File: src/msc_defines.vh
// Constants shared by the muting sequence controller: time base, muting times,
// register offsets, field positions and reset values.
// Assumes a 10 MHz core clock and a 1 ms internal tick.
`ifndef MSC_DEFINES_VH
`define MSC_DEFINES_VH

// ****************************************************************
// Time base
// ****************************************************************
`define MSC_CLK_HZ           10000000
`define MSC_T_TICK_MS        1
`define MSC_TICK_CYCLES      (`MSC_CLK_HZ / 1000 * `MSC_T_TICK_MS)
`define MSC_MS_PER_S         1000
`define MSC_MS_PER_MIN       60000
`define MSC_MS_PER_H         3600000

// ****************************************************************
// Muting times, as printed, and their counts in ticks
// ****************************************************************
`define MSC_T_SEQ_END_A_S    8
`define MSC_T_SEQ_END_B_S    5
`define MSC_T_SEQ_WIN_H      8
`define MSC_T_GAP4_S         4
`define MSC_T_FILT4_MS       100
`define MSC_T_TMO_STD_MIN    10
`define MSC_T_TMO_LONG_H     100
`define MSC_T_EN_MAX_H       8
`define MSC_SEQ_END_A_TK     (`MSC_T_SEQ_END_A_S * `MSC_MS_PER_S / `MSC_T_TICK_MS)
`define MSC_SEQ_END_B_TK     (`MSC_T_SEQ_END_B_S * `MSC_MS_PER_S / `MSC_T_TICK_MS)
`define MSC_SEQ_WIN_TK       (`MSC_T_SEQ_WIN_H * `MSC_MS_PER_H / `MSC_T_TICK_MS)
`define MSC_GAP4_TK          (`MSC_T_GAP4_S * `MSC_MS_PER_S / `MSC_T_TICK_MS)
`define MSC_FILT4_TK         (`MSC_T_FILT4_MS / `MSC_T_TICK_MS)
`define MSC_TMO_STD_TK       (`MSC_T_TMO_STD_MIN * `MSC_MS_PER_MIN / `MSC_T_TICK_MS)
`define MSC_TMO_LONG_TK      (`MSC_T_TMO_LONG_H * `MSC_MS_PER_H / `MSC_T_TICK_MS)
`define MSC_EN_MAX_TK        (`MSC_T_EN_MAX_H * `MSC_MS_PER_H / `MSC_T_TICK_MS)

// ****************************************************************
// Register map
// ****************************************************************
`define MSC_REG_CTRL         12'h000
`define MSC_REG_STATUS       12'h004
`define MSC_REG_DUR          12'h008
`define MSC_CTRL_ALLOW       0
`define MSC_CTRL_CLR         1
`define MSC_CTRL_ALLOW_RST   1'b1

// ****************************************************************
// Positions of the synchronised pin inputs
// ****************************************************************
`define MSC_IN_A             0
`define MSC_IN_B             1
`define MSC_IN_BL            2
`define MSC_IN_C             3
`define MSC_IN_D             4
`define MSC_IN_TO            5
`define MSC_IN_RST           6
`define MSC_IN_W             7

`endif

File: src/msc_top.v
// Muting supervisor of a multi-beam safety sensor with an APB register slave.
// Assumes sensor, enable and restart pins are asynchronous and the beam
// interruption flag comes from scanning logic on the same clock.
//
// Notes on behaviour
// Sequence muting: sensor a before sensor b.
// Sequence end: 8 s after a, 5 s after b.
// Sensor b within 8 h of a.
// Object gaps free a sensor for 300 ms.
// Four sensors in order, each within 4 s.
// Four-sensor muting works in both directions.
// Correct end after filter on c / b.
// Sensor dropout beyond filter is an error.
// Late next sensor beyond 4 s is error.
// Muting time limit expiry ends with error.
// Timeout 10 min, or 100 h modes 2, 4.
// Timeout extension only in modes 1, 5, 6.
// Input high before, low suspends expiry.
// Extension ends on high or 100 h.
// After extension, at most 10 more minutes.
// Restart button overrides after a muting error.
// Alternative sensor b input in modes 2, 3, 4, 6.
// Controller drives sensor b only when needed.
// Enable low refuses muting, high allows it.
// Enable high over 8 hours flags error.
// Enable must be seen low first; the code arms on the synchroniser's low reset value, whatever the pin does.
// Muting keeps safety outputs on despite beams.
// Filter time tolerates brief single sensor dropout.
// Timers share one tick; mode is static.
//
// The APB register port and the placing of the registers were chosen for this implementation.
`timescale 1ns/1ps
`default_nettype none
`include "msc_defines.vh"

module msc_top #(
	parameter TICK_CYCLES = `MSC_TICK_CYCLES
) (
	input  wire        core_clk,
	input  wire        rstn,
	input  wire        ce,
	input  wire [2:0]  op_mode,
	input  wire        muting_sensor_a,
	input  wire        muting_sensor_b,
	input  wire        muting_sensor_b_local,
	input  wire        muting_sensor_c,
	input  wire        muting_sensor_d,
	input  wire        enable_or_timeout_input,
	input  wire        restart_interlock,
	input  wire        beam_interrupted,
	input  wire        psel,
	input  wire        penable,
	input  wire        pwrite,
	input  wire [11:0] paddr,
	input  wire [31:0] pwdata,
	output reg  [31:0] prdata,
	output reg         pready,
	output reg         pslverr,
	output reg         safety_switch_output,
	output reg         muting_active,
	output reg         muting_error,
	output reg         enable_error
);

	// ****************************************************************
	// Constants
	// ****************************************************************
	localparam [2:0]  ST_IDLE  = 3'h0;
	localparam [2:0]  ST_SEQA  = 3'h1;
	localparam [2:0]  ST_ARM   = 3'h2;
	localparam [2:0]  ST_MUTE  = 3'h3;
	localparam [2:0]  ST_ERR   = 3'h4;
	localparam [2:0]  ST_WFREE = 3'h5;
	localparam [28:0] SEQ_END_A = `MSC_SEQ_END_A_TK;
	localparam [28:0] SEQ_END_B = `MSC_SEQ_END_B_TK;
	localparam [28:0] SEQ_WIN   = `MSC_SEQ_WIN_TK;
	localparam [28:0] GAP4      = `MSC_GAP4_TK;
	localparam [28:0] FILT4     = `MSC_FILT4_TK;
	localparam [28:0] TMO_STD   = `MSC_TMO_STD_TK;
	localparam [28:0] TMO_LONG  = `MSC_TMO_LONG_TK;
	localparam [28:0] EN_MAX    = `MSC_EN_MAX_TK;

	// Saturating tick counter step, shared by every timer.
	function [28:0] inc29;
		input [28:0] v;
		begin
			inc29 = (v == 29'h1FFFFFFF) ? v : v + 29'h00000001;
		end
	endfunction

	// Sensor position for a chain step; reverse travel walks d to a.
	function [1:0] pos;
		input       dir;
		input [1:0] k;
		begin
			pos = dir ? (2'h3 - k) : k;
		end
	endfunction

	// ****************************************************************
	// Input synchronisers and time base
	// ****************************************************************
	reg  [`MSC_IN_W-1:0] s1_q;
	reg  [`MSC_IN_W-1:0] s2_q;
	reg                  rst_prev_q;
	wire [`MSC_IN_W-1:0] pins;
	wire                 tick;

	assign pins = {restart_interlock, enable_or_timeout_input, muting_sensor_d,
		muting_sensor_c, muting_sensor_b_local, muting_sensor_b, muting_sensor_a};

	// Two stages per pin; only the second stage is looked at.
	always @(posedge core_clk or negedge rstn) begin
		if (!rstn) begin
			s1_q       <= 7'h00;
			s2_q       <= 7'h00;
			rst_prev_q <= 1'b0;
		end else if (ce) begin
			s1_q       <= pins;
			s2_q       <= s1_q;
			rst_prev_q <= s2_q[`MSC_IN_RST];
		end
	end

	msc_tick #(
		.TICK_CYCLES (TICK_CYCLES)
	) u_tick (
		.core_clk (core_clk),
		.rstn     (rstn),
		.ce       (ce),
		.tick_q   (tick)
	);

	// ****************************************************************
	// Mode decode and sensor view
	// ****************************************************************
	wire       seq_mode;
	wire       long_tmo;
	wire       ext_mode;
	wire       alt_mode;
	wire       en_mode;
	wire       s_to;
	wire       s_rst;
	wire       rst_fall;
	wire [3:0] sens;

	// The mode pins are static configuration and are read without sync.
	assign seq_mode = (op_mode == 3'h3) || (op_mode == 3'h4);
	assign long_tmo = (op_mode == 3'h2) || (op_mode == 3'h4);
	assign ext_mode = (op_mode == 3'h1) || (op_mode == 3'h5) || (op_mode == 3'h6);
	assign alt_mode = (op_mode == 3'h2) || seq_mode || (op_mode == 3'h6);
	assign en_mode  = (op_mode == 3'h5);
	assign s_to     = s2_q[`MSC_IN_TO];
	assign s_rst    = s2_q[`MSC_IN_RST];
	assign rst_fall = rst_prev_q && !s_rst;

	// Sensor b may come from either connector in the alternative modes.
	assign sens = {s2_q[`MSC_IN_D], s2_q[`MSC_IN_C],
		s2_q[`MSC_IN_B] | (alt_mode & s2_q[`MSC_IN_BL]), s2_q[`MSC_IN_A]};

	// ****************************************************************
	// Registers and state
	// ****************************************************************
	reg  [2:0]  st_q;
	reg         dir_q;
	reg  [1:0]  stp_q;
	reg  [28:0] gen_q;
	reg  [28:0] tmo_q;
	reg  [28:0] tot_q;
	reg  [28:0] ea_q;
	reg  [28:0] eb_q;
	reg  [28:0] drop_q;
	reg         ext_ok_q;
	reg         ext_on_q;
	reg         ext_done_q;
	reg  [28:0] en_q;
	reg         en_armed_q;
	reg         en_err_q;
	reg         allow_sw_q;
	reg         clr_q;
	wire        allow;
	wire        tmo_exp;
	wire        trk;
	wire        trail;

	// Muting needs software consent and, in mode 5, an armed high enable.
	assign allow = allow_sw_q && !en_err_q &&
		(!en_mode || (en_armed_q && s_to));

	// After an extension only the standard window remains.
	assign tmo_exp = tmo_q >= (ext_done_q ? TMO_STD : (long_tmo ? TMO_LONG : TMO_STD));

	// Tracked sensor ends the passage; trailing sensor must be free by then.
	assign trk   = dir_q ? sens[1] : sens[2];
	assign trail = dir_q ? sens[2] : sens[1];

	// ****************************************************************
	// Muting sequence state machine
	// ****************************************************************
	always @(posedge core_clk or negedge rstn) begin
		if (!rstn) begin
			st_q  <= ST_IDLE;
			dir_q <= 1'b0;
			stp_q <= 2'h0;
			gen_q <= 29'h00000000;
		end else if (ce) begin
			case (st_q)
			ST_IDLE: begin
				gen_q <= 29'h00000000;
				if (seq_mode) begin
					if (sens[0] && !sens[1]) begin
						st_q <= ST_SEQA;
					end
				end else if (sens[0] && (sens[3:1] == 3'h0)) begin
					dir_q <= 1'b0;
					stp_q <= 2'h1;
					st_q  <= ST_ARM;
				end else if (sens[3] && (sens[2:0] == 3'h0)) begin
					dir_q <= 1'b1;
					stp_q <= 2'h1;
					st_q  <= ST_ARM;
				end
			end
			ST_SEQA: begin
				if (tick) begin
					gen_q <= inc29(gen_q);
				end
				if (!sens[0]) begin
					st_q <= ST_IDLE;
				end else if (gen_q >= SEQ_WIN) begin
					st_q <= ST_WFREE;
				end else if (sens[1]) begin
					st_q <= allow ? ST_MUTE : ST_WFREE;
				end
			end
			ST_ARM: begin
				if (tick) begin
					gen_q <= inc29(gen_q);
				end
				if (!sens[pos(dir_q, stp_q - 2'h1)]) begin
					st_q <= ST_IDLE;
				end else if (sens[pos(dir_q, stp_q)]) begin
					gen_q <= 29'h00000000;
					if (gen_q > GAP4) begin
						st_q <= ST_ERR;
					end else if (stp_q == 2'h3) begin
						st_q <= allow ? ST_MUTE : ST_WFREE;
					end else begin
						stp_q <= stp_q + 2'h1;
					end
				end
			end
			ST_MUTE: begin
				if (tmo_exp) begin
					st_q <= ST_ERR;
				end else if (seq_mode) begin
					if ((ea_q >= SEQ_END_A) || (eb_q >= SEQ_END_B)) begin
						st_q <= ST_IDLE;
					end
				end else if (drop_q >= FILT4) begin
					st_q <= trail ? ST_ERR : ST_IDLE;
				end
			end
			ST_ERR: begin
				// Leaving only on release means the override lasts while held.
				if (rst_fall) begin
					st_q <= ST_WFREE;
				end
			end
			ST_WFREE: begin
				if (sens == 4'h0) begin
					st_q <= ST_IDLE;
				end
			end
			default: begin
				st_q <= ST_ERR;
			end
			endcase
		end
	end

	// ****************************************************************
	// Muting timers and timeout extension
	// ****************************************************************
	// Everything but ext_ok_q is cleared outside muting, so each muting starts afresh.
	always @(posedge core_clk or negedge rstn) begin
		if (!rstn) begin
			tmo_q      <= 29'h00000000;
			tot_q      <= 29'h00000000;
			ea_q       <= 29'h00000000;
			eb_q       <= 29'h00000000;
			drop_q     <= 29'h00000000;
			ext_ok_q   <= 1'b0;
			ext_on_q   <= 1'b0;
			ext_done_q <= 1'b0;
		end else if (ce) begin
			if (st_q != ST_MUTE) begin
				tmo_q      <= 29'h00000000;
				tot_q      <= 29'h00000000;
				ea_q       <= 29'h00000000;
				eb_q       <= 29'h00000000;
				drop_q     <= 29'h00000000;
				ext_ok_q   <= ext_mode && s_to;
				ext_on_q   <= 1'b0;
				ext_done_q <= 1'b0;
			end else begin
				if (ext_ok_q && !ext_done_q && !ext_on_q && !s_to) begin
					ext_on_q <= 1'b1;
				end
				if (ext_on_q && (s_to || (tot_q >= TMO_LONG))) begin
					ext_on_q   <= 1'b0;
					ext_done_q <= 1'b1;
					tmo_q      <= 29'h00000000;
				end else if (tick && !ext_on_q) begin
					tmo_q <= inc29(tmo_q);
				end
				if (tick) begin
					tot_q <= inc29(tot_q);
				end
				// A returning sensor restarts the end timers for the next object.
				if (sens[0]) begin
					ea_q <= 29'h00000000;
				end else if (tick) begin
					ea_q <= inc29(ea_q);
				end
				if (sens[0] || sens[1]) begin
					eb_q <= 29'h00000000;
				end else if (tick) begin
					eb_q <= inc29(eb_q);
				end
				if (trk) begin
					drop_q <= 29'h00000000;
				end else if (tick) begin
					drop_q <= inc29(drop_q);
				end
			end
		end
	end

	// ****************************************************************
	// Muting enable supervision
	// ****************************************************************
	// The error flag is sticky; a new overrun beats a clear in the same cycle.
	always @(posedge core_clk or negedge rstn) begin
		if (!rstn) begin
			en_q       <= 29'h00000000;
			en_armed_q <= 1'b0;
			en_err_q   <= 1'b0;
		end else if (ce) begin
			if (en_mode && !s_to) begin
				en_armed_q <= 1'b1;
			end
			if (en_mode && s_to) begin
				if (tick) begin
					en_q <= inc29(en_q);
				end
			end else begin
				en_q <= 29'h00000000;
			end
			if (en_mode && (en_q > EN_MAX)) begin
				en_err_q <= 1'b1;
			end else if (rst_fall || clr_q) begin
				en_err_q <= 1'b0;
			end
		end
	end

	// ****************************************************************
	// Safety outputs
	// ****************************************************************
	// The switching output follows the field unless muting or override holds it on, or an error without override holds it off.
	always @(posedge core_clk or negedge rstn) begin
		if (!rstn) begin
			safety_switch_output <= 1'b0;
			muting_active        <= 1'b0;
			muting_error         <= 1'b0;
			enable_error         <= 1'b0;
		end else if (ce) begin
			safety_switch_output <= (st_q == ST_MUTE) ||
				((st_q == ST_ERR) && s_rst) ||
				((st_q != ST_ERR) && !beam_interrupted);
			muting_active <= (st_q == ST_MUTE);
			muting_error  <= (st_q == ST_ERR);
			enable_error  <= en_err_q;
		end
	end

	// ****************************************************************
	// APB slave
	// ****************************************************************
	wire        acc;
	wire        hit_ctrl;
	wire        hit_stat;
	wire        hit_dur;
	wire [31:0] rd_d;

	assign acc      = psel && penable;
	assign hit_ctrl = (paddr == `MSC_REG_CTRL);
	assign hit_stat = (paddr == `MSC_REG_STATUS);
	assign hit_dur  = (paddr == `MSC_REG_DUR);
	assign rd_d = hit_ctrl ? {31'h00000000, allow_sw_q} :
		hit_stat ? {21'h000000, op_mode, ext_on_q, en_armed_q, en_err_q,
			(st_q == ST_ERR), dir_q, st_q} :
		hit_dur ? {3'h0, tot_q} : 32'h00000000;

	// One wait state; writes land on the edge that samples pready high.
	always @(posedge core_clk or negedge rstn) begin
		if (!rstn) begin
			pready     <= 1'b0;
			prdata     <= 32'h00000000;
			pslverr    <= 1'b0;
			allow_sw_q <= `MSC_CTRL_ALLOW_RST;
			clr_q      <= 1'b0;
		end else if (ce) begin
			pready <= acc && !pready;
			if (acc && !pready) begin
				prdata  <= pwrite ? 32'h00000000 : rd_d;
				pslverr <= !(hit_ctrl || hit_stat || hit_dur);
			end
			clr_q <= acc && pready && pwrite && hit_ctrl && pwdata[`MSC_CTRL_CLR];
			if (acc && pready && pwrite && hit_ctrl) begin
				allow_sw_q <= pwdata[`MSC_CTRL_ALLOW];
			end
		end
	end

endmodule

`default_nettype wire

File: src/msc_tick.v
// Millisecond tick generator for the muting timers.
// Assumes one free running core clock and a clock enable that freezes it.
`timescale 1ns/1ps
`default_nettype none

module msc_tick #(
	parameter TICK_CYCLES = 10000
) (
	input  wire        core_clk,
	input  wire        rstn,
	input  wire        ce,
	output reg         tick_q
);

	// The count is cut to the counter's width on purpose.
	localparam integer LAST_I = TICK_CYCLES - 1;
	localparam [13:0]  LAST   = LAST_I[13:0];

	reg [13:0] cnt_q;

	// A single shared base keeps all muting timers in step with each other.
	always @(posedge core_clk or negedge rstn) begin
		if (!rstn) begin
			cnt_q  <= 14'h0000;
			tick_q <= 1'b0;
		end else if (ce) begin
			tick_q <= (cnt_q == LAST);
			if (cnt_q == LAST) begin
				cnt_q <= 14'h0000;
			end else begin
				cnt_q <= cnt_q + 14'h0001;
			end
		end
	end

endmodule

`default_nettype wire

File: config.mk
export PLATFORM = sky130hd
export DESIGN_NAME = msc_top
export DESIGN_NICKNAME = d
export VERILOG_FILES = /design/src/msc_top.v /design/src/msc_tick.v
export VERILOG_INCLUDE_DIRS = /design/src
export SDC_FILE = /design/constraint.sdc
export NUM_CORES = 1
export LEC_CHECK = 0
export ABC_AREA = 1
export BUFFER_PORTS_ARGS = -buffer_cell sky130_fd_sc_hd__buf_2
export CORE_ASPECT_RATIO = 0.9
export CORE_MARGIN = 8
export CORE_UTILIZATION = 45
export DETAILED_ROUTE_END_ITERATION = 6
export GPL_TIMING_DRIVEN = 0
export REMOVE_ABC_BUFFERS = 1
export SYNTH_ARGS = -nofsm -noshare
export SYNTH_HDL_FRONTEND = slang
export SYNTH_SLANG_ARGS = --single-unit
File: constraint.sdc
create_clock -name core_clk -period 4.4 [get_ports core_clk]
set_clock_uncertainty 0.15 [all_clocks]
set_input_delay 0.44 -clock core_clk [delete_from_list [all_inputs] [get_ports core_clk]]
set_output_delay 0.44 -clock core_clk [all_outputs]
set_load 0.01 [all_outputs]
# Word level (Yosys, flattened, before mapping)
# Index checks and enable logic that the tools add are counted.
totals:
  reg_bits: 284
  latchBits: 0
  ram_bits: 0
  mem_bits_ro: 0
  input_bits: 61
  output_inout_bits: 38
  wordCells: 261
  memories: 0
classes:
  addsub: 12
  mul: 0
  div_mod_pow: 0
  magnitude_cmp: 10
  n_eq_ne: 46
  n_shift: 0
  mux: 79
  bitwise: 3
  n_reduce_logical: 82
op_table:
  columns: ["operator", "count"]
  rows:
  - ["29-bit two-way mux", 32]
  - ["29-bit by 1-bit adder with 29-bit output (second input constant)", 7]
  - ["29-bit equality test (second input constant)", 7]
  - ["29-bit case mux with 3 select lines", 1]
  - ["29-bit by 13-bit greater-or-equal comparator with 1-bit output (second input constant)", 2]
  - ["3-bit two-way mux", 19]
  - ["29-bit by 25-bit greater-or-equal comparator with 1-bit output (second input constant)", 1]
  - ["29-bit greater-or-equal comparator", 1]
  - ["29-bit greater-or-equal comparator (second input constant)", 1]
  - ["29-bit by 7-bit greater-or-equal comparator with 1-bit output (second input constant)", 1]
  - ["29-bit by 12-bit > comparator with 1-bit output (second input constant)", 1]
  - ["29-bit by 25-bit > comparator with 1-bit output (second input constant)", 1]
  - ["1-bit logical AND", 24]
  - ["3-bit != test (second input constant)", 8]
  - ["4-bit != test (second input constant)", 5]
  - ["2-bit two-way mux", 9]
  - ["2-bit != test (second input constant)", 9]
  - ["3-bit case mux with 6 select lines", 1]
  - ["3-bit AND reduction", 6]
  - ["3-bit nonzero test", 6]
  - ["2-bit AND reduction", 8]
  - ["3-bit equality test (second input constant)", 5]
  - ["1-bit logical OR", 15]
  - ["14-bit by 1-bit adder with 14-bit output (second input constant)", 1]
  - ["27 further kinds", 61]

# Depth between registers and ports, before layout
# Gate-level depths: netlist of run 1.
logic_depth:
  word_depth: 12
  ltp_mapped: 18
  mapped_depth_nobuf: 18

# Modules after synthesis
# From an unflattened synthesis of run 1, not the netlist that was laid out.
hier_totals:
  hier_cells: 2490
  area_unflattened_um2: 17854.6
modules_own_cells:
  columns: ["mod", "instances", "cells_per_inst", "area_each_um2", "seq_area_each_um2"]
  rows:
  - ["msc_top", 1, 2378, 16963.8, 6657.6]
  - ["msc_tick", 1, 112, 890.9, 375.4]

# Worst setup path after synthesis of run 1
# OpenSTA, ideal clock, no wires.
synth_timing:
  kind: "in2reg"
  start: "in op_mode[0]"
  end: "reg st_q[1]"
  setup_time_ns: 0.130
  arrival_time_ns: 2.260
  required_ns: 4.120
  path_slack_ns: 1.860
  stages: 14
  n_path_buf: 0
  cell_sequence: "nor2_1 -> nand3_1 -> ha_1 -> nand2_1 -> inv_1 -> nand2_1 -> nor4_1 -> nand3_1 -> nor2_1 -> nor2_1 -> nand3_1 -> nand2_1 -> nand2_1 -> o21ai_0"
synth_between:
  elab_chain_len: 11
  elab_cells_between_ends: 50
  classes_between: "order compare (1); eq/ne (13); mux (19); bitwise (2); reduce/logical (15)"
synth_rtl:
  columns: ["item", "line", "rtl"]
  rows:
  - ["start: declaration", "msc_top.v:42", "input wire [2:0] op_mode,"]
  - ["branches (longest 11 deep; another with 29-bit greater-or-equal comparator)", null, null]
  - ["end signal: assignment", "msc_top.v:233", "st_q <= allow ? ST_MUTE : ST_WFREE;"]
  - ["end signal: assignment", "msc_top.v:247", "st_q <= allow ? ST_MUTE : ST_WFREE;"]
  - ["end signal: assignment", "msc_top.v:261", "st_q <= trail ? ST_ERR : ST_IDLE;"]
  - ["end: declaration", "msc_top.v:164", "reg [2:0] st_q;"]
# Several ways; the timed one is not identified. The select of a mux whose other input is x is not followed.
# A chain may end at the register's enable or synchronous reset.

# Final worst setup path of run 1
layout_timing:
  start: "reg st_q[0]"
  end: "reg eb_q[3]"
layout_between:
  elab_chain_len: 3
  elab_cells_between_ends: 5
  classes_between: "eq/ne (2); mux (1); reduce/logical (2)"
layout_rtl:
  columns: ["item", "line", "rtl"]
  rows:
  - ["3-bit by 2-bit != test with 1-bit output (*)", "msc_top.v:297", "if (st_q != ST_MUTE) begin"]
  - ["3-bit != test (no source line) or 3-bit nonzero test (tied branches)", null, null]
  - ["3-bit AND reduction (no source line)", null, null]
  - ["end signal: assignment", "msc_top.v:329", "eb_q <= inc29(eb_q);"]
  - ["end: declaration", "msc_top.v:171", "reg [28:0] eb_q;"]
# Mark *: on every way between the ends. The rest lies on a longest branch, timed or not.

==> reports/metrics.yaml, run 1 <==
slew_violations: 0
grt_max_degree: 116
final_cell_mix: "610 x nand2_1, 309 x nor2_1, 294 x inv_1, 280 x dfrtp_1, 225 x nand3_1"
ys.flop_type: "dfrtp_1"
crit_end: "eb_q[3]"
pin_count: 99
post_cts_buffers: 0
yosys.area_share.simple_pct: 36.6
holdCritStartpoint: "restart_interlock"
setup_viol: 0
rsz0062_at_grt: "false"
cts_buffers: 34
power_leakage_nw: 8.71
antenna_cells: 0
rr_startpoint: "st_q[0]"
hold_viol: 0
gp_congestion: 0.947
synth-xor-area-share_pct: 5.14
setup.worst_path.start: "st_q[0]"
drc_errors: 0
clkTransAtPathRegs_ns: 0.06
min_path_type: "in -> reg"
outcome: "finished, final reports clean"
synthAdderAreaFrac_pct: 1.73
drive_above_1_share_pct: 6.40
fillers: 4033
core_mm2: 0.0395
yosysSeqAreaShare_pct: 39.0
synth_top_family_by_area: "simple AND/OR/NAND/NOR gates"
h-tree-depth: 2
dr.first_iter.drc_count: 1521
power.density_mw_per_mm2: 332
synth_compound_area_share_pct: 9.34
place_area_mm2: 0.0188
cp.arrival_ns: 4.40
vdd.ir_drop.worst_v: 0.000251
final_area_mm2: 0.0199
antenna_found_initial: 1
layout.area.seq_mm2: 0.00703
vias: 17300
fp.dieH_um: 206
first_pass_iters: 5
netlist_instances: 2562
final_common_cell: "nand2_1"
grt-ovfl-total: 0
dieArea_mm2: 0.0468
clock_latency_ns: 0.54
dpl.hpwl_um: 37700
critical_path.startpoint_type: "register"
cts_tree: "done"
whs_ns: 0.0187
synth_edf_count: 0
syn_area_per_cell_um2: 7.04
synth_area_mm2: 0.0180
routed_wl_um: 52400
synth_seq_cells: 281
synth-warning-count: 0
clockRootBuffer: "clkbuf_16"
cp.required_ns: 4.67
cts_sinks: 281
grt_pass1_wl_um: 86400
tightestPinTransition_ns: 1.20
reg2reg_slack_ns: 0.28
path_class: "reg -> reg"
yosys-mux-area-fraction_pct: 0
synthToLayoutAreaGrowth_pct: 10.3
multiInputGateArea_mm2: 0.00955
vias_per_cell: 5.46
start_util_pct: 45.6
rr_endpoint: "eb_q[3]"
worstPathMaxFanout: 49
portBuffers: 65
min_period_ns: 4.12
cts_resized: 0
postRouteAntennaNets: 0
grt_use_total_pct: 22.5
ys_async_sr_fraction_pct: 100
cts_buffer_depth: 3
ys_types: 55
routedWlPerCell_um: 16.6
fin_nets: 2688
slew_headroom_pct: 20.2
endpoint_kind: "register"
cap_violations: 0
fin_crit_sh_pct: 93.7
reg2reg_depth: 11
rows: 69
first_global_vias: 16500
die_x_um: 227
fmax_mhz: 243
-- stage by stage --
| step | utilization, % | TNS (ns) | worst slack (ns) | power, W | std cells |
|---|---|---|---|---|---|
| 3_3_place_gp | 47.3 | -767.31 | -2.78 | 0.00386 | 3088 |
| 2_1_floorplan | - | 0 | 1.50 | 0.00348 | 2491 |
| 4_1_cts | 50.3 | 0 | 0.304 | 0.00668 | 3158 |
| 3_5_place_dp | 47.5 | -2.71 | -0.200 | 0.00388 | 3090 |
| 6_report | 50.3 | 0 | 0.277 | 0.00660 | 3158 |
| 5_1_grt | 50.3 | 0 | 0.000774 | 0.00691 | 3158 |
-- kinds of logic after synthesis --
logic type      Yosys count
xor+xnor                106
fa+ha+maj                25
buf+inv                 374
other cells               1
flops                   281
compound gates          297
simple gates           1478
-- power breakdown --
group          switching (W)  internal [W]  total, W
clock network        0.00116       0.00159   0.00275
registers          0.0000989       0.00267   0.00277
logic               0.000827      0.000258   0.00108
total                0.00209       0.00452   0.00660
-- per-layer routing --
layer	vias to the layer above	wire [um]	GRT usage, %
met5	-	0	0.215
met4	0	1230	6.18
met3	88	2850	2.87
met2	480	23100	35.2
met1	8105	25200	32.5
li1	8581	-	-
-- sequential cells by signal, indices dropped and copies added, names as in the netlist, 2 cells and up --
signal        cells
s1_q              7
u_tick.cnt_q     14
en_q             29
drop_q           29
stp_q             2
eb_q             29
s2_q              7
prdata           29
gen_q            29
ea_q             29
tot_q            29
tmo_q            29
st_q              3
-- cells in the mapped netlist, types with 3 or more instances --
library cell  count  area, um^2
buf_4             8        60.1
nand3b_1          5        37.5
nor2_2            8        50.1
xnor2_1          13         114
nor2_1          309        1160
nand4_1         106         663
buf_2            15        75.1
buf_6             3        33.8
inv_1           294        1100
nand3_1         225        1130
nand2_1         610        2290
clkbuf_1         42         158
dfrtp_1         280        7010
nor4_1           43         269
a31oi_1           5        31.3
a21oi_1          66         330
nor3_1          125         626
xor2_1           93         815
nor3_2            4        40.0
o21ai_0         156         781
o21a_1            5        37.5
or2_2             6        37.5
ha_1             25         313
nor3b_1          14         105
o31ai_1          27         203
o21ai_1           3        15.0
nand2_2           9        56.3
o2111ai_1         5        43.8
o22ai_1           8        50.1
nor2_4            3        33.8
buf_1             5        18.8
inv_2             6        22.5
a32o_1            4        40.0
-- worst max-delay path, cell delays in order (launching register included) --
cell	delay (ns)
dfrtp_1	0.43
nand2_1	0.19
nor2_4	0.59
inv_2	0.66
nor2_4	0.34
inv_1	0.17
o21ai_4	0.32
nand2_2	0.50
inv_2	0.44
nor2_1	0.08
nor2_1	0.09
nor2_1	0.04
-- layout make-up --
type,instances,share of cell area [%]
Inverter,301,5.69
Multi-Input combinational cell,1910,48.0
Clock buffer,46,4.81
Timing Repair Buffer,74,2.33
Clock inverter,14,0.534
Tap cell,532,3.34
Sequential cell,281,35.3
-- worst min path at each step --
| stage | to | slack (ns) | depth (start not counted) |
|---|---|---|---|
| 6_report | s1_q[6] | 0.02 | 3 |
| 2_1_floorplan | clr_q | -0.006 | 0 |
| 4_1_cts | s1_q[6] | 0.01 | 3 |
| 5_1_grt | s1_q[6] | 0.02 | 3 |
| 3_3_place_gp | s1_q[1] | 0.31 | 2 |
| 3_5_place_dp | en_q[24] | 0.25 | 1 |
-- timing repair --
item / in CTS / in global routing
hold endpoints to repair: 63 / 0
hold buffers: 7 / 0
setup endpoints to repair: 2 / 0
Power figures use the tool's default switching activity.
==> run 2, diff against run 1 <==
==> constraint.sdc (replaced) <==
create_clock -name core_clk -period 4.4 [get_ports core_clk]
set_clock_uncertainty 0.15 [all_clocks]
set_input_delay 0.66 -clock core_clk [delete_from_list [all_inputs] [get_ports core_clk]]
set_output_delay 0.66 -clock core_clk [all_outputs]
set_load 0.01 [all_outputs]
==> run 2 against run 1 <==
Setup slack worse by 0.012 ns. Maximum frequency fell by 0.28%. Final cell count fell by 0.19%. Clock-buffer cell count unchanged. Register-to-register slack about the same.
==> reports/metrics.yaml, run 2 (synthesized netlist as in run 1, its figures left out) <==
min_to: "s1_q[3]"
reg2reg_depth: 11  # unchanged
clockRootBuffer: "clkbuf_16"
path_class: "reg -> reg"
grt_max_degree: 116  # unchanged
power_leakage_nw: 8.68  # -0.29%
crit_chain: "nand2_1 -> nor2_4 -> inv_2 -> nor2_4 -> inv_1 -> o21ai_4 -> nand2_2 -> inv_2 -> nor2_1 -> nor2_1 -> nor2_1"
min_path_cells: 3  # unchanged
whs_ns: 0.178  # +0.159 ns
gp_congestion: 0.947  # unchanged
dr.first_iter.drc_count: 1451  # -4.6%
hold_viol: 0  # unchanged
drive_above_1_share_pct: 6.41  # +0.015 points
multiInputGateArea_mm2: 0.00955  # unchanged
antenna_cells: 0  # unchanged
synthToLayoutAreaGrowth_pct: 9.98
clock_latency_ns: 0.54  # about the same
final_cell_mix: "610 x nand2_1, 309 x nor2_1, 294 x inv_1, 280 x dfrtp_1, 225 x nand3_1"
cts_buffer_depth: 3  # unchanged
wl_met3_um: 2860  # +0.11%
reg2reg_slack_ns: 0.27  # about the same
fillers: 4039  # +0.15%
path_delay_family: "simple AND/OR/NAND/NOR gates"
slew_violations: 0  # unchanged
grt-ovfl-total: 0  # unchanged
endpoint_kind: "register"
holdCritStartpoint: "muting_sensor_c"
outcome: "finished, final reports clean"
wirelength_met1_um: 25200  # about the same
cp_num_buf_inv: 3  # unchanged
core_mm2: 0.0395  # unchanged
cts_sinks: 281  # unchanged
routedWlPerCell_um: 16.6  # about the same
dpl.hpwl_um: 37700  # unchanged
path_common_cell: "nor2_1"
grt_pass1_wl_um: 86300  # about the same
setup_viol: 0  # unchanged
rsz0062_at_grt: "false"
layout.area.seq_mm2: 0.00703  # unchanged
dieArea_mm2: 0.0468  # unchanged
final_common_cell: "nand2_1"
rr_startpoint: "st_q[0]"
rows: 69  # unchanged
postRouteAntennaNets: 0  # unchanged
portBuffers: 65  # unchanged
slew_headroom_pct: 19.4  # -0.77 points
vias: 17200  # -0.12%
cpPeakStageDelay_ns: 0.66  # about the same
wl_met2_um: 23000  # -0.65%
first_pass_iters: 5  # unchanged
min_path_type: "in -> reg"
critical_path.startpoint_type: "register"
cts_resized: 0  # unchanged
fin_crit_sh_pct: 94.0  # +0.27 points
rr_endpoint: "eb_q[3]"
fmax_mhz: 242  # -0.28%
power.density_mw_per_mm2: 333  # +0.26%
cp.arrival_ns: 4.41  # about the same
fp.dieH_um: 206  # unchanged
top_layer_used: "met4"
cts_buffers: 34  # unchanged
clkTransAtPathRegs_ns: 0.06  # about the same
start_util_pct: 45.6  # unchanged
slowest_stage: "inv_2"
h-tree-depth: 2  # unchanged
power_w: 0.00660  # about the same
pin_count: 99  # unchanged
cp.required_ns: 4.67  # about the same
tightestPinTransition_ns: 1.21  # +0.0116 ns
grt_use_total_pct: 22.5  # about the same
drc_errors: 0  # unchanged
fin_nets: 2682  # -0.22%
worstPathMaxFanout: 49  # unchanged
antenna_found_initial: 1  # unchanged
first_global_vias: 16500  # -0.18%
die_x_um: 227  # unchanged
min_period_ns: 4.13  # +0.0118 ns
vdd.ir_drop.worst_v: 0.000251  # +0.20%
cts_tree: "done"
vias_per_cell: 5.47  # about the same
cap_violations: 0  # unchanged
routed_wl_um: 52200  # -0.27%
-- run 2: what timing repair did --
action | CTS | global route
endpoints found under the hold margin | 57 | 0
buffers inserted | 0 | 0
hold buffers | 1 | 0
setup endpoints to repair | 2 | 0
-- run 2: cell type report --
| cell class | instances | share of cell area, % |
|---|---|---|
| multi-input combinational | 1910 | 48.1 |
| sequential | 281 | 35.4 |
| inverter | 301 | 5.71 |
| clock buffer | 46 | 4.82 |
| tap | 532 | 3.35 |
| timing repair buffer | 68 | 2.03 |
| clock inverter | 14 | 0.536 |
-- run 2: metrics by stage --
step                worst slack (ns)  utilization, %  setup TNS [ns]  instances  instance area (um^2)
floorplan                       1.50               -               0       2491                 17700
global placement               -3.00            47.3         -833.84       3088                 18700
detailed placement            -0.420            47.5           -7.94       3090                 18800
CTS                            0.146            50.2               0       3152                 19800
global route                0.000774            50.2               0       3152                 19800
finish                         0.266            50.2               0       3152                 19800
-- run 2: power breakdown --
group | internal [W] | switching (W) | leakage [nW] | total (W)
Combinational | 0.000254 | 0.000826 | 4.31 | 0.00108
Clock | 0.00159 | 0.00116 | 0.523 | 0.00275
Sequential | 0.00267 | 0.0000991 | 3.85 | 0.00277
Total | 0.00452 | 0.00209 | 8.68 | 0.00660
-- run 2: worst min-delay path: stages --
cell and delay (ns):
buf_2 0.08, nand2_1 0.04, nand2_1 0.05
-- run 2: layer usage --
layer  track usage [%]  up-vias
li1                  -     8568
met1              32.5     8104
met2              35.1      476
met3              2.87       86
met4              6.18        0
met5             0.215        -
-- run 2: worst max path at each step --
stage	startpoint	end	slack, ns	cells after the start
after floorplan	st_q[0]	eb_q[4]	1.50	11
after global placement	rstn	tmo_q[5]	-3.00	1
final	st_q[0]	eb_q[3]	0.27	11
after global routing	st_q[0]	eb_q[3]	0.0008	11
after detailed placement	ce	prdata[15]	-0.42	7
after CTS	ce	prdata[15]	0.15	7
==> run 3, diff against run 2 <==
- PLACE_DENSITY: unset -> 0.7
==> run 3 against run 2 <==
Routed wire length is 0.77% higher. Via count is 2.1% higher. Sequential power hardly changed.
==> reports/metrics.yaml, run 3 (synthesized netlist as in run 1, its figures left out) <==
outcome: "finished, final reports clean"
place_inst: 3090  # unchanged
postRouteAntennaNets: 0  # unchanged
fin_crit_sh_pct: 88.9  # -5.1 points
fin_nets: 2682  # unchanged
start_util_pct: 45.6  # unchanged
vias: 17600  # +2.1%
grt-ovfl-total: 0  # unchanged
setup_viol: 0  # unchanged
synthToLayoutAreaGrowth_pct: 10.6
drc_errors: 0  # unchanged
core_mm2: 0.0395  # unchanged
endpoint_kind: "register"
cts_tree: "done"
tightestPinTransition_ns: 1.37  # +0.160 ns
final_common_cell: "nand2_1"
rows: 69  # unchanged
power.density_mw_per_mm2: 342  # +2.9%
vias_per_cell: 5.58  # +2.1%
cts_buffer_depth: 3  # unchanged
post_cts_buffers: 0  # unchanged
routedWlPerCell_um: 16.7  # +0.83%
pin_count: 99  # unchanged
first_global_vias: 16800  # +1.9%
power_leakage_nw: 8.74  # +0.70%
cts_sinks: 281  # unchanged
h-tree-depth: 2  # unchanged
cp.required_ns: 4.68  # about the same
stdcell_count: 3150  # -0.063%
grt_max_degree: 108  # -6.9%
clockRootBuffer: "clkbuf_16"
dr.first_iter.drc_count: 1684  # +16%
clkTransAtPathRegs_ns: 0.06  # about the same
grt_use_total_pct: 22.3  # -0.21 points
final_core_util_pct: 50.5  # +0.28 points
drive_above_1_share_pct: 6.53  # +0.12 points
cp.arrival_ns: 4.20  # -0.21 ns
place_area_mm2: 0.0188  # unchanged
vdd.ir_drop.worst_v: 0.000235  # -6.5%
whs_ns: 0.165  # -0.0128 ns
dpl.hpwl_um: 37800  # +0.29%
gp_congestion: 0.936  # -1.2%
slew_violations: 0  # unchanged
cap_violations: 0  # unchanged
clock_latency_ns: 0.55  # about the same
die_x_um: 227  # unchanged
cts_buffers: 34  # unchanged
hold_viol: 0  # unchanged
routed_wl_um: 52600  # +0.77%
min_period_ns: 3.91  # -0.222 ns
worstPathMaxFanout: 49  # unchanged
rsz0062_at_grt: "false"
slew_headroom_pct: 8.84  # -11 points
first_pass_iters: 6  # +1
antenna_cells: 0  # unchanged
finalSetupTns_ns: 0  # unchanged
fp.dieH_um: 206  # unchanged
dieArea_mm2: 0.0468  # unchanged
grt_pass1_wl_um: 85900  # -0.39%
final_cell_mix: "610 x nand2_1, 308 x nor2_1, 294 x inv_1, 280 x dfrtp_1, 225 x nand3_1"
antenna_found_initial: 1  # unchanged
final_area_mm2: 0.0200  # +0.55%
fmax_mhz: 256  # +5.7%
critical_path.startpoint_type: "register"
portBuffers: 65  # unchanged
path_class: "reg -> reg"
min_path_type: "in -> reg"
[run 3: cell count changes in the layout (fill, tap and decap cells not counted)]
cell | before | now
clkinv_2 | 9 | 6
inv_4 | 1 | 2
nor2_2 | 9 | 10
bufinv_16 | 1 | 4
buf_2 | 63 | 64
clkbuf_8 | 4 | 9
inv_2 | 6 | 5
nor2_1 | 309 | 308
clkbuf_1 | 7 | 3
buf_4 | 1 | 0
clkinvlp_4 | 3 | 0
[run 3: path summary, 6_finish.rpt]
kind | depth (start not counted) | slack, ns | end | from
worst max-delay path | 11 | 0.49 | eb_q[4] | st_q[0]
worst max register to register | 11 | 0.49 | eb_q[4] | st_q[0]
max in group asynchronous | 4 | 2.18 | ea_q[14] | rstn
worst min register to register | 2 | 0.32 | s1_q[1] | s1_q[1]
worst min-delay path | 3 | 0.17 | s1_q[0] | muting_sensor_a
min in group asynchronous | 2 | 0.53 | en_q[13] | rstn
[run 3: final cells by class]
class	instances	area [um^2]
clock buffers	47	1010
multi-input cells	1910	9550
flip-flops and latches	281	7030
well taps	532	666
clock inverters	11	159
repair buffers	68	400
fillers	3964	19600
inverters	301	1130
[run 3: critical path, cell delays in order (launching register included)]
cell and delay, ns:
dfrtp_1 0.44, nand2_1 0.19, nor2_4 0.67, inv_4 0.46, nor2_4 0.29, inv_1 0.14
o21ai_4 0.27, nand2_2 0.49, inv_2 0.44, nor2_1 0.08, nor2_1 0.09, nor2_1 0.04
[run 3: routing by layer]
layer	track usage [%]	vias to the layer above	share of wire, %
met3	3.14	105	7.1
met5	0	-	0
met1	31.8	8298	47
li1	-	8557	-
met2	33.9	630	43
met4	8.63	0	3.2
[run 3: through the flow]
step	setup slack, ns	total power [W]
2_1_floorplan	1.50	0.00348
3_3_place_gp	-2.85	0.00384
3_5_place_dp	-0.383	0.00388
4_1_cts	0.0315	0.00688
5_1_grt	0.116	0.00714
6_report	0.488	0.00683
[run 3: what timing repair did]
item | CTS | global route
gates resized for setup | 0 | 3
hold endpoints to repair | 76 | 0
hold buffers | 1 | 0
setup endpoints to repair | 0 | 41
[run 3: power by group]
| part | leakage [nW] | internal (W) | switching, W | total [W] |
|---|---|---|---|---|
| sequential | 3.85 | 0.00267 | 0.000103 | 0.00278 |
| combinational | 4.31 | 0.000256 | 0.000830 | 0.00109 |
| clock | 0.584 | 0.00183 | 0.00114 | 0.00297 |
